### config.mk
export PLATFORM = sky130hd
export DESIGN_NAME = disp_host_ctrl
export DESIGN_NICKNAME = d
export VERILOG_FILES = /design/src/shared/disp_host_pkg.sv /design/src/verilog/disp_host_ctrl.sv
export SDC_FILE = /design/constraint.sdc
export NUM_CORES = 1
export LEC_CHECK = 0
export ABC_AREA = 0
export BUFFER_PORTS_ARGS = -buffer_cell sky130_fd_sc_hd__buf_2
export CORE_MARGIN = 5
export CORE_UTILIZATION = 38
export DETAILED_ROUTE_END_ITERATION = 10
export GPL_ROUTABILITY_DRIVEN = 0
export PLACE_DENSITY = 0.63
export SLEW_MARGIN = 20
export SYNTH_ARGS = -nofsm -noshare
export SYNTH_HDL_FRONTEND = slang
export SYNTH_SLANG_ARGS = --single-unit
### constraint.sdc
create_clock -name clk_sys -period 7.37 [get_ports clk_sys]
set_clock_uncertainty 0.2 [all_clocks]
set_input_delay 0.3685 -clock clk_sys [delete_from_list [all_inputs] [get_ports clk_sys]]
set_output_delay 0.3685 -clock clk_sys [all_outputs]
set_load 0.02 [all_outputs]
### src/shared/disp_host_pkg.sv
package disp_host_pkg;

  // ==========================================================
  // Register map of the controller (byte addresses)
  // ==========================================================
  localparam int AXI_AW = 8;                   // Address width
  localparam logic [7:0] OFS_CMD = 8'h00;      // Serial word launch
  localparam logic [7:0] OFS_STATUS = 8'h04;   // State and refusal flag
  localparam logic [7:0] OFS_CTRL = 8'h08;     // Pixel port enable
  localparam logic [7:0] OFS_COLOR = 8'h0C;    // Fill colour
  localparam int CMD_SEL_BIT = 8;              // Parameter select bit
  localparam int ST_REFUSED_BIT = 4;           // Sticky refusal bit
  localparam logic [1:0] RESP_OKAY = 2'h0;     // AXI OKAY
  localparam logic [1:0] RESP_SLVERR = 2'h2;   // AXI SLVERR

  // ==========================================================
  // Command codes
  // ==========================================================
  localparam logic [7:0] SLEEP_ENTER_CMD = 8'h10;
  localparam logic [7:0] SLEEP_EXIT_CMD = 8'h11;
  localparam logic [7:0] GAMMA_CURVE_SELECT_CMD = 8'h26;
  localparam logic [7:0] DISPLAY_OFF_CMD = 8'h28;
  localparam logic [7:0] DISPLAY_ON_CMD = 8'h29;
  localparam logic [7:0] COLUMN_WINDOW_CMD = 8'h2A;
  localparam logic [7:0] ROW_WINDOW_CMD = 8'h2B;
  localparam logic [7:0] GAMMA_CURVE_VALUE = 8'h01;
  localparam logic [4:0] WINDOW_LAST_IDX = 5'h03;

  // Parameter bytes that follow each command code
  function automatic logic [4:0] param_count(input logic [7:0] code);
    case (code)
      8'h26, 8'h36, 8'h3A, 8'h5B, 8'h70, 8'h8A: param_count = 5'h01;
      8'hCC, 8'hCD, 8'hCE, 8'hD0, 8'hF0, 8'hF1: param_count = 5'h01;
      8'h2A, 8'h2B: param_count = 5'h04;
      8'hB0: param_count = 5'h14;
      8'hB1: param_count = 5'h13;
      8'hB2: param_count = 5'h06;
      8'hB8: param_count = 5'h03;
      8'hC0, 8'hC1: param_count = 5'h0D;
      default: param_count = 5'h00;
    endcase
  endfunction

  // ==========================================================
  // Timing
  // ==========================================================
  localparam int CLK_HZ = 10_000_000;          // clk_sys rate
  localparam int SETTLE_MS = 200;              // Supply settle after exit
  localparam int SETTLE_CYC = SETTLE_MS * (CLK_HZ / 1000);
  localparam int SCLK_HALF_CYC = 4;            // Serial clock half period
  localparam int PCLK_HALF_CYC = 4;            // Pixel clock half period
  localparam int PIX_PER_LINE = 240;           // Pixels in active line
  localparam int ROWS_PER_FRAME = 400;         // Active lines per frame
  localparam int LINE_SYNC_CYC = 4;            // Line sync, in pixels
  localparam int LINE_BP_CYC = 8;
  localparam int LINE_FP_CYC = 8;
  localparam int FRAME_SYNC_LINES = 2;         // Frame sync, in lines
  localparam int FRAME_BP_LINES = 4;
  localparam int FRAME_FP_LINES = 4;
  localparam int SER_WORD_BITS = 9;            // Select bit plus byte

  // ==========================================================
  // Carriers and state
  // ==========================================================
  typedef struct packed {
    logic cs_n;
    logic sclk;
    logic sdata;
  } serial_link_t;

  typedef struct packed {
    logic pclk;
    logic hsync_n;
    logic vsync_n;
    logic de;
    logic [17:0] data;
  } pixel_port_t;

  typedef struct packed {
    logic awready;
    logic wready;
    logic bvalid;
    logic [1:0] bresp;
    logic aw_got;
    logic w_got;
    logic [7:0] awaddr;
    logic [31:0] wdata;
    logic [3:0] wstrb;
    logic arready;
    logic rvalid;
    logic [1:0] rresp;
    logic [31:0] rdata;
    logic video_en;
    logic [17:0] color;
    serial_link_t link;
    logic ser_busy;
    logic [8:0] sh;
    logic [3:0] bits_left;
    logic [3:0] sdiv;
    logic [7:0] cur_cmd;
    logic [4:0] params_left;
    logic [4:0] param_idx;
    logic [23:0] win;
    logic sleeping;
    logic disp_on;
    logic [21:0] settle;
    logic refused;
    pixel_port_t pix;
    logic [3:0] pdiv;
    logic [9:0] hcnt;
    logic [9:0] vcnt;
  } state_t;

  localparam state_t ST_RESET = '{awready: 1'b1, wready: 1'b1,
    arready: 1'b1, sleeping: 1'b1,
    link: '{cs_n: 1'b1, sclk: 1'b0, sdata: 1'b0},
    pix: '{pclk: 1'b0, hsync_n: 1'b1, vsync_n: 1'b1, de: 1'b0,
           data: 18'h00000},
    default: '0};

endpackage

### src/verilog/disp_host_ctrl.sv
// Implementation choices: register access over AXI4-Lite and the placing of the registers.
`timescale 1ns/1ps
`default_nettype none

module disp_host_ctrl #(
  parameter int SETTLE_CYC = disp_host_pkg::SETTLE_CYC,
  parameter int SCLK_HALF = disp_host_pkg::SCLK_HALF_CYC,
  parameter int PCLK_HALF = disp_host_pkg::PCLK_HALF_CYC,
  parameter int LINE_SYNC = disp_host_pkg::LINE_SYNC_CYC,
  parameter int LINE_BP = disp_host_pkg::LINE_BP_CYC,
  parameter int LINE_FP = disp_host_pkg::LINE_FP_CYC,
  parameter int FRAME_SYNC = disp_host_pkg::FRAME_SYNC_LINES,
  parameter int FRAME_BP = disp_host_pkg::FRAME_BP_LINES,
  parameter int FRAME_FP = disp_host_pkg::FRAME_FP_LINES,
  parameter int ROWS = disp_host_pkg::ROWS_PER_FRAME
) (
  input wire logic clk_sys,
  input wire logic rst,
  input wire logic ce,
  input wire logic [disp_host_pkg::AXI_AW-1:0] s_axi_awaddr,
  input wire logic s_axi_awvalid,
  output logic s_axi_awready,
  input wire logic [31:0] s_axi_wdata,
  input wire logic [3:0] s_axi_wstrb,
  input wire logic s_axi_wvalid,
  output logic s_axi_wready,
  output logic [1:0] s_axi_bresp,
  output logic s_axi_bvalid,
  input wire logic s_axi_bready,
  input wire logic [disp_host_pkg::AXI_AW-1:0] s_axi_araddr,
  input wire logic s_axi_arvalid,
  output logic s_axi_arready,
  output logic [31:0] s_axi_rdata,
  output logic [1:0] s_axi_rresp,
  output logic s_axi_rvalid,
  input wire logic s_axi_rready,
  output disp_host_pkg::serial_link_t serial_link,
  output disp_host_pkg::pixel_port_t pixel_port
);
  import disp_host_pkg::*;

  // ==========================================================
  // Derived line and frame totals
  // ==========================================================
  localparam int H_ACT0 = LINE_SYNC + LINE_BP;     // First active pixel
  localparam int H_ACT1 = H_ACT0 + PIX_PER_LINE;   // Past last pixel
  localparam int H_TOT = H_ACT1 + LINE_FP;
  localparam int V_ACT0 = FRAME_SYNC + FRAME_BP;
  localparam int V_ACT1 = V_ACT0 + ROWS;
  localparam int V_TOT = V_ACT1 + FRAME_FP;

  state_t q;              // Registered state
  state_t d;              // Next state
  logic [31:0] wmask;     // Byte-lane mask of the pending write
  logic [31:0] wr_val;    // Masked write value for plain registers
  logic [8:0] word;       // Serial word asked for by software
  logic ok;               // Serial word passes the host checks
  logic [9:0] nh;         // Next line position
  logic [9:0] nv;         // Next frame line
  logic hact;             // Next position in active pixels
  logic vact;             // Next line in active lines

  // ==========================================================
  // Next-state logic
  // ==========================================================
  always_comb
  begin
    d = q;
    wmask = {{8{q.wstrb[3]}}, {8{q.wstrb[2]}},
             {8{q.wstrb[1]}}, {8{q.wstrb[0]}}};
    wr_val = q.wdata & wmask;
    word = q.wdata[8:0];
    ok = 1'b0;
    nh = 10'h000;
    nv = 10'h000;
    hact = 1'b0;
    vact = 1'b0;

    // Settle countdown after sleep-exit
    if (q.settle != 22'h000000)
    begin
      d.settle = q.settle - 22'h000001;
    end

    // Write address and data, taken in either order
    if (s_axi_awvalid && q.awready)
    begin
      d.awaddr = s_axi_awaddr;
      d.aw_got = 1'b1;
      d.awready = 1'b0;
    end
    if (s_axi_wvalid && q.wready)
    begin
      d.wdata = s_axi_wdata;
      d.wstrb = s_axi_wstrb;
      d.w_got = 1'b1;
      d.wready = 1'b0;
    end

    // Perform the write once both halves are held
    if (q.aw_got && q.w_got && !q.bvalid)
    begin
      d.bvalid = 1'b1;
      d.bresp = RESP_OKAY;
      case (q.awaddr)
        OFS_CMD:
        begin
          // Host checks before a word goes on the wire
          if (!q.wstrb[0] || !q.wstrb[1] || q.ser_busy)
          begin
            ok = 1'b0;
          end
          else if (!word[CMD_SEL_BIT])
          begin
            ok = 1'b1;
            if (word[7:0] == SLEEP_ENTER_CMD && q.disp_on)
            begin
              ok = 1'b0;
            end
            if (word[7:0] == DISPLAY_ON_CMD &&
                (q.sleeping || q.settle != 22'h000000))
            begin
              ok = 1'b0;
            end
          end
          else
          begin
            ok = (q.params_left != 5'h00);
            if (q.cur_cmd == GAMMA_CURVE_SELECT_CMD &&
                word[7:0] != GAMMA_CURVE_VALUE)
            begin
              ok = 1'b0;
            end
            if ((q.cur_cmd == COLUMN_WINDOW_CMD ||
                 q.cur_cmd == ROW_WINDOW_CMD) &&
                q.param_idx == WINDOW_LAST_IDX &&
                q.win[23:8] >= {q.win[7:0], word[7:0]})
            begin
              ok = 1'b0;
            end
          end
          d.refused = q.refused | !ok;
          if (ok)
          begin
            // Launch: select bit leads, byte follows MSB first
            d.ser_busy = 1'b1;
            d.sh = word;
            d.bits_left = 4'(SER_WORD_BITS);
            d.sdiv = 4'h0;
            d.link.cs_n = 1'b0;
            d.link.sclk = 1'b0;
            d.link.sdata = word[CMD_SEL_BIT];
            if (!word[CMD_SEL_BIT])
            begin
              // New command unit starts with its code
              d.cur_cmd = word[7:0];
              d.params_left = param_count(word[7:0]);
              d.param_idx = 5'h00;
              case (word[7:0])
                SLEEP_ENTER_CMD: d.sleeping = 1'b1;
                SLEEP_EXIT_CMD:
                begin
                  d.sleeping = 1'b0;
                  d.settle = 22'(SETTLE_CYC);
                end
                DISPLAY_OFF_CMD: d.disp_on = 1'b0;
                DISPLAY_ON_CMD: d.disp_on = 1'b1;
                default: d.disp_on = q.disp_on;
              endcase
            end
            else
            begin
              // Keep window limit bytes in order
              d.win = {q.win[15:0], word[7:0]};
              d.params_left = q.params_left - 5'h01;
              d.param_idx = q.param_idx + 5'h01;
            end
          end
        end
        OFS_STATUS:
        begin
          // Write one clears the refusal flag
          if (q.wstrb[0] && q.wdata[ST_REFUSED_BIT])
          begin
            d.refused = 1'b0;
          end
        end
        OFS_CTRL: d.video_en = (q.video_en & !q.wstrb[0]) | wr_val[0];
        OFS_COLOR: d.color = 18'((32'(q.color) & ~wmask) | wr_val);
        default: d.bresp = RESP_SLVERR;
      endcase
    end

    // Write response taken: reopen both channels
    if (q.bvalid && s_axi_bready)
    begin
      d.bvalid = 1'b0;
      d.aw_got = 1'b0;
      d.w_got = 1'b0;
      d.awready = 1'b1;
      d.wready = 1'b1;
    end

    // Read channel: one read at a time
    if (s_axi_arvalid && q.arready)
    begin
      d.arready = 1'b0;
      d.rvalid = 1'b1;
      d.rresp = RESP_OKAY;
      case (s_axi_araddr)
        OFS_CMD: d.rdata = {23'h000000, q.sh};
        OFS_STATUS: d.rdata = {11'h000, q.cur_cmd, q.params_left,
                               3'h0, q.refused,
                               q.settle != 22'h000000,
                               q.disp_on, q.sleeping, q.ser_busy};
        OFS_CTRL: d.rdata = {31'h00000000, q.video_en};
        OFS_COLOR: d.rdata = {14'h0000, q.color};
        default:
        begin
          d.rdata = 32'h00000000;
          d.rresp = RESP_SLVERR;
        end
      endcase
    end
    if (q.rvalid && s_axi_rready)
    begin
      d.rvalid = 1'b0;
      d.arready = 1'b1;
    end

    // Serial shifter: change data on fall, device samples on rise
    if (q.ser_busy)
    begin
      if (q.sdiv == 4'(SCLK_HALF - 1))
      begin
        d.sdiv = 4'h0;
        if (!q.link.sclk)
        begin
          d.link.sclk = 1'b1;
          d.bits_left = q.bits_left - 4'h1;
        end
        else if (q.bits_left == 4'h0)
        begin
          // Last bit sampled: close the word
          d.link.sclk = 1'b0;
          d.link.cs_n = 1'b1;
          d.link.sdata = 1'b0;
          d.ser_busy = 1'b0;
        end
        else
        begin
          d.link.sclk = 1'b0;
          d.sh = {q.sh[7:0], 1'b0};
          d.link.sdata = q.sh[7];
        end
      end
      else
      begin
        d.sdiv = q.sdiv + 4'h1;
      end
    end

    // Pixel port: outputs move on the falling pixel clock edge
    if (!q.video_en)
    begin
      d.pix = ST_RESET.pix;
      d.pdiv = 4'h0;
      // Park on the last position so the first advance opens a frame
      d.hcnt = 10'(H_TOT - 1);
      d.vcnt = 10'(V_TOT - 1);
    end
    else if (q.pdiv == 4'(PCLK_HALF - 1))
    begin
      d.pdiv = 4'h0;
      d.pix.pclk = !q.pix.pclk;
      if (q.pix.pclk)
      begin
        nh = (q.hcnt == 10'(H_TOT - 1)) ? 10'h000 : q.hcnt + 10'h001;
        nv = q.vcnt;
        if (nh == 10'h000)
        begin
          nv = (q.vcnt == 10'(V_TOT - 1)) ? 10'h000 : q.vcnt + 10'h001;
        end
        hact = nh >= 10'(H_ACT0) && nh < 10'(H_ACT1);
        vact = nv >= 10'(V_ACT0) && nv < 10'(V_ACT1);
        d.hcnt = nh;
        d.vcnt = nv;
        d.pix.hsync_n = !(nh < 10'(LINE_SYNC));
        d.pix.vsync_n = !(nv < 10'(FRAME_SYNC));
        d.pix.de = hact && vact;
        d.pix.data = (hact && vact) ? q.color : 18'h00000;
      end
    end
    else
    begin
      d.pdiv = q.pdiv + 4'h1;
    end
  end

  // ==========================================================
  // State register, frozen while the clock enable is low
  // ==========================================================
  always_ff @(posedge clk_sys or posedge rst)
  begin
    if (rst)
    begin
      q <= ST_RESET;
    end
    else if (ce)
    begin
      q <= d;
    end
  end

  // Outputs straight from the state register
  assign s_axi_awready = q.awready;
  assign s_axi_wready = q.wready;
  assign s_axi_bvalid = q.bvalid;
  assign s_axi_bresp = q.bresp;
  assign s_axi_arready = q.arready;
  assign s_axi_rvalid = q.rvalid;
  assign s_axi_rresp = q.rresp;
  assign s_axi_rdata = q.rdata;
  assign serial_link = q.link;
  assign pixel_port = q.pix;
endmodule

`default_nettype wire

Yosys cells after proc, flatten, opt, wreduce, memory -nomap -nowiden
Index checks and enable logic that the tools add are counted.
{ "totals": {"ff_bits": 225, "input_bits": 60, "word_cells": 228} }
{ "classes": {"n_addsub": 8, "n_lt_le_gt_ge": 7, "eq_ne": 42, "muxes": 58, "n_bitwise": 8, "reduce_logical": 67} }
{ "op_table": {"columns": ["cell", "count"], "rows": [
  ["87-bit 2-to-1 mux", 2],
  ["8-bit equality test (second input constant)", 13],
  ["88-bit 2-to-1 mux", 1],
  ["21-bit one-hot mux with 4 select lines", 1],
  ["8-bit by 6-bit equality test with 1-bit output (second input constant)", 10],
  ["10-bit 2-to-1 mux", 7],
  ["22-bit 2-to-1 mux", 3],
  ["24-bit 2-to-1 mux", 2],
  ["46-bit 2-to-1 mux", 1],
  ["21-bit 2-to-1 mux", 2],
  ["20-bit 2-to-1 mux", 2],
  ["18-bit AND", 2],
  ["36-bit 2-to-1 mux", 1],
  ["5-bit one-hot mux with 7 select lines", 1],
  ["8-bit by 4-bit equality test with 1-bit output (second input constant)", 4],
  ["22-bit nonzero test", 1],
  ["22-bit by 1-bit subtractor with 22-bit output (second input constant)", 1],
  ["10-bit by 1-bit adder with 10-bit output (second input constant)", 2],
  ["10-bit by 9-bit equality test with 1-bit output (second input constant)", 2],
  ["2-bit nonzero test", 10],
  ["1-bit 2-to-1 mux", 18],
  ["18-bit 2-to-1 mux", 1],
  ["18-bit inverter", 1],
  ["18-bit bitwise OR", 1],
  ["45 further kinds", 101]
]} }

Depth between registers and ports, before layout
{ "depth": {"ltp_word": 17, "mapped_depth": 13, "depth_no_buf": 11} }

Worst setup path after synthesis
OpenSTA, ideal clock, no wires.
{ "synth_path": {"path_kind": "flip-flop to flip-flop", "startpoint": "register q[198] (netlist bit)", "endpoint": "register q[82] (netlist bit)", "setup_ps": 127, "t_arrival_ps": 3315, "t_required_ps": 7043, "slack_ps": 3727, "stages_incl_launch_ff": 14, "n_path_buf": 2, "cell_sequence": "dfrtp_1 > clkbuf_1 > inv_1 > ha_1 > o21ai_0 > nand2b_1 > a21oi_1 > nor4_1 > a2111oi_0 > o41ai_1 > a2111o_1 > nor2_4 > buf_6 > mux2_1"} }
{ "synth_via": {"elab_chain_len": 9} }
{ "synth_lines": {"columns": ["item", "line", "rtl"], "rows": [
  ["start: declaration", "disp_host_ctrl.sv:52", "state_t q;"],
  ["start signal: assignment", "disp_host_ctrl.sv:307", "q <= ST_RESET;"],
  ["start signal: assignment", "disp_host_ctrl.sv:311", "q <= d;"],
  ["parallel branches: the longest is 4 deep, another holds 16-bit >= comparator", null, null],
  ["1-bit 2-to-1 mux (*)", "disp_host_ctrl.sv:113", "else if (!word[CMD_SEL_BIT])"],
  ["1-bit 2-to-1 mux (*)", "disp_host_ctrl.sv:109", "if (!q.wstrb[0] || !q.wstrb[1] || q.ser_busy)"],
  ["1-bit 2-to-1 mux (*)", "disp_host_ctrl.sv:105", "case (q.awaddr)"],
  ["1-bit 2-to-1 mux (*)", "disp_host_ctrl.sv:101", "if (q.aw_got && q.w_got && !q.bvalid)"],
  ["5-bit AND reduction (no source line) (*)", null, null]
]} }
Mark *: on every way between the ends. The select of a mux whose other input is x is not followed.
A chain may end at the register's enable or synchronous reset.

Final worst setup path
{ "layout_path": {"startpoint": "register q[193] (netlist bit)", "endpoint": "register q[129] (netlist bit)"} }
{ "layout_via": {"elab_chain_len": 15} }
{ "layout_lines": {"columns": ["item", "line", "rtl"], "rows": [
  ["parallel branches: the longest is 4 deep, another holds 16-bit >= comparator", null, null],
  ["1-bit 2-to-1 mux (*)", "disp_host_ctrl.sv:113", null],
  ["1-bit 2-to-1 mux (*)", "disp_host_ctrl.sv:109", null],
  ["1-bit 2-to-1 mux (*)", "disp_host_ctrl.sv:105", null],
  ["1-bit 2-to-1 mux (*)", "disp_host_ctrl.sv:101", null],
  ["87-bit 2-to-1 mux (*)", "disp_host_ctrl.sv:143", "if (ok)"],
  ["87-bit 2-to-1 mux (*)", "disp_host_ctrl.sv:105", null],
  ["88-bit 2-to-1 mux (*)", "disp_host_ctrl.sv:101", null],
  ["9-bit 2-to-1 mux", "disp_host_ctrl.sv:242", "else if (q.bits_left == 4'h0)"],
  ["11-bit 2-to-1 mux", "disp_host_ctrl.sv:237", "if (!q.link.sclk)"],
  ["17-bit 2-to-1 mux", "disp_host_ctrl.sv:234", "if (q.sdiv == 4'(SCLK_HALF - 1))"],
  ["21-bit 2-to-1 mux (*)", "disp_host_ctrl.sv:232", "if (q.ser_busy)"]
]} }
Marks and branches as above.

==> impl_metrics.tcl <==
set metrics [dict create \
    fin_nets 1231 \
    grt_pass1_vias 8147 \
    cts_tree "yes" \
    post-synth-top-area-cell "dfrtp_1" \
    hold_viol_final 0 \
    relSlewSlack_pct 26.7 \
    die_h_um 179 \
    internal_power_mw 2.57 \
    final_cell_area_um2 12600 \
    power.density_nw_per_um2 305 \
    share_seq_of_total_power_pct 43.7 \
    post_dp_cell_area_um2 11300 \
    via_per_inst 5.29 \
    cts_max_level 1 \
    grtUsageTotal_pct 15.9 \
    finalSetupTns_ns 0 \
    cp-end-kind "register" \
    cp-endpoint "q[129]" \
    path_max_fanout 21 \
    p_sw_share_pct 32.8 \
    routed-via-count 8189 \
    power_switching_mw 1.26 \
    yosys-top-cells-area "dfrtp_1 47%, mux2_2 5.5%, buf_4 4.2%" \
    syn-cell-area_um2 10900 \
    crit_required_ns 7.57 \
    wl_per_cell_um 17.0 \
    yosysTopAreaCellShare_pct 47.0 \
    vdd_drop_max_mv 0.131 \
    final-setup-viol-count 0 \
    fill_cells 2710 \
    grt_pass1_wl_um 43400 \
    drt_iter0_drc 649 \
    hp-class "in2reg" \
    numPortBuffers 97 \
    gr-usage-met3_pct 3.11 \
    io_pins 126 \
    met2_usage_pct 24.9 \
    drc 0 \
    synth_commonest_cells "205 x dfrtp_1, 113 x nand2_1, 85 x o21ai_0" \
    rrSetupSlack_ns 2.32 \
    status "finished clean" \
    rr_worst_depth 11 \
    die_area_um2 32200 \
    dp_hpwl_um 17800 \
    numCtsBuffers 24 \
    firstDrtPassIters 6 \
    finalMaxSlewViolations 0 \
    gr-total-overflow 0 \
    yosys_warnings 0 \
    leakage_nw 5.72 \
    postSynthAreaPerCell_um2 10.1 \
    r2r-start "q[193]" \
    clkSinkCount 212 \
    synthArstFlopShare_pct 100 \
    finalPower_mw 3.83 \
    multi_input_area_um2 4830 \
    clkSlewWorstSetupHoldPaths_ns 0.06 \
    r2r-end "q[129]" \
    drive_above_1_share_pct 19.5 \
    grt_max_degree 155 \
    antenna_found_initial 1 \
    postRouteAntennaNets 0 \
    yosysMostFrequentCell "dfrtp_1" \
    crit_type "reg2reg" \
    syn_inst 1080 \
    worstHoldStart "s_axi_bready" \
    rsz0062_at_grt "false" \
    critical_path_arrival_ns 5.25 \
    max_freq_mhz 198 \
    routed_wl_um 26300 \
    start_util_pct 38.2 \
    die_w_um 179 \
    synth_seq_area_share_pct 48.7 \
    clkLatencyLatePin_ns 0.52 \
    post-route-min-period_ns 5.05 \
    cts_root_buf "clkbuf_16" \
    synth_cell_types 78 \
    yosys_register_bits 212 \
    synth_edf_count 0 \
    synthFlopType "dfrtp_1" \
    top_usage_layer "met2" \
    clockBufferDepth 3 \
    worstMarginPinSlew_ns 1.10 \
    grt_util_met1_pct 22.9 \
    min_period_over_period_pct 68.5 \
    pwr-share-clk_pct 33.7 \
    power_frac_comb_pct 22.6 \
    core_um2 28500 \
    register_area_um2 5310 \
    final_core_util_pct 44.0 \
    max_cap_violations 0 \
    cp-start-kind "register" \
    flow.area_growth_from_synthesis_pct 15.2 \
    crit_start "q[193]" \
    rows 62 \
]
-- per-layer routing --
layer  vias to the layer above  wire length, um
met2                       201            12100
met4                         2              468
li1                       3932                -
met5                         -               13
met1                      4018            12300
met3                        36             1390
-- worst min path at each step --
stage	to	slack, ns	cells past startpoint
3_5_place_dp	pixel_port[20]	0.24	2
6_report	s_axi_awready	0.03	3
2_1_floorplan	pixel_port[20]	0.23	2
3_3_place_gp	pixel_port[20]	0.24	2
5_1_grt	s_axi_awready	0.05	3
4_1_cts	s_axi_rdata[6]	0.01	4
-- final cells by class --
cell class	instances	share of cell area, %
flip-flops and latches	212	42.3
multi-input cells	723	38.4
repair buffers	139	7.04
clock buffers	36	6.02
well taps	384	3.82
inverters	46	1.47
clock inverters	7	0.935
diodes	1	0.0199
-- through the flow --
stage / hold WS, ns / setup slack, ns / std cells
3_5_place_dp: 0.245 / 2.39 / 1470
3_3_place_gp: 0.242 / 2.30 / 1470
5_1_grt: 0.0492 / 2.04 / 1547
4_1_cts: 0.0116 / 2.38 / 1547
6_report: 0.0305 / 2.32 / 1548
2_1_floorplan: 0.235 / 1.02 / 1092
-- worst max-delay path, stage by stage, from the launching register on --
cell and delay [ns]:
dfrtp_1 0.88, ha_1 0.36, nand2b_1 0.13, a21o_1 0.17
a21oi_1 0.14, o21ai_0 0.10, a2111oi_0 0.80, o41ai_1 0.14
buf_4 0.20, a2111oi_4 0.99, a21oi_1 0.42, a211o_1 0.39
-- timing repair --
item / CTS / global route
setup buffers: 0 / 0
hold endpoints to repair: 161 / 0
hold buffers: 34 / 0
gates resized for setup: 0 / 0
setup endpoints to repair: 0 / 0
-- cells in the final DEF, fill, tap and decap left out, drive strengths merged, types with 25 or more instances in the layout --
cell type      n
a21oi         36
a22o          29
buf          105
clkbuf        36
dfrtp        205
dlygate4sd3   34
ha            25
inv           43
mux2          63
nand2        113
nand3         43
nor2          60
nor3          26
o21ai         85
-- cells by family (layout without fill, tap and decap cells) --
kind of cell / Yosys count / in the layout / share of synthesized area, %
XOR/XNOR: 25 / 25 / 2.01
flip-flops: 212 / 212 / 48.7
buffers and inverters: 157 / 228 / 7.60
AND/OR/NAND/NOR: 335 / 335 / 15.3
other: 1 / 14 / 0.0344
AO/OA/AOI/OAI: 244 / 244 / 15.2
adder cells (fa/ha/maj): 25 / 25 / 2.87
multiplexers: 81 / 81 / 8.26
-- power by group through the flow --
stage                     Clock, mW  Combinational (mW)  Sequential [mW]
after floorplan                   0               0.748             1.55
after global placement            0               0.831             1.68
after detailed placement          0               0.850             1.69
after CTS                      1.31               0.871             1.67
after global routing           1.37               0.981             1.71
final                          1.29               0.866             1.67
-- sequential cells by signal, summed over array words and instances, names as in the netlist, named ones only --
signal         count
s_axi_rresp        1
q                140
s_axi_awready      1
s_axi_bresp        1
s_axi_rdata       21
s_axi_rvalid       1
pixel_port        22
serial_link        3
s_axi_arready      1
s_axi_wready       1
s_axi_bvalid       1
No activity file was read; power rests on OpenSTA's default activity.
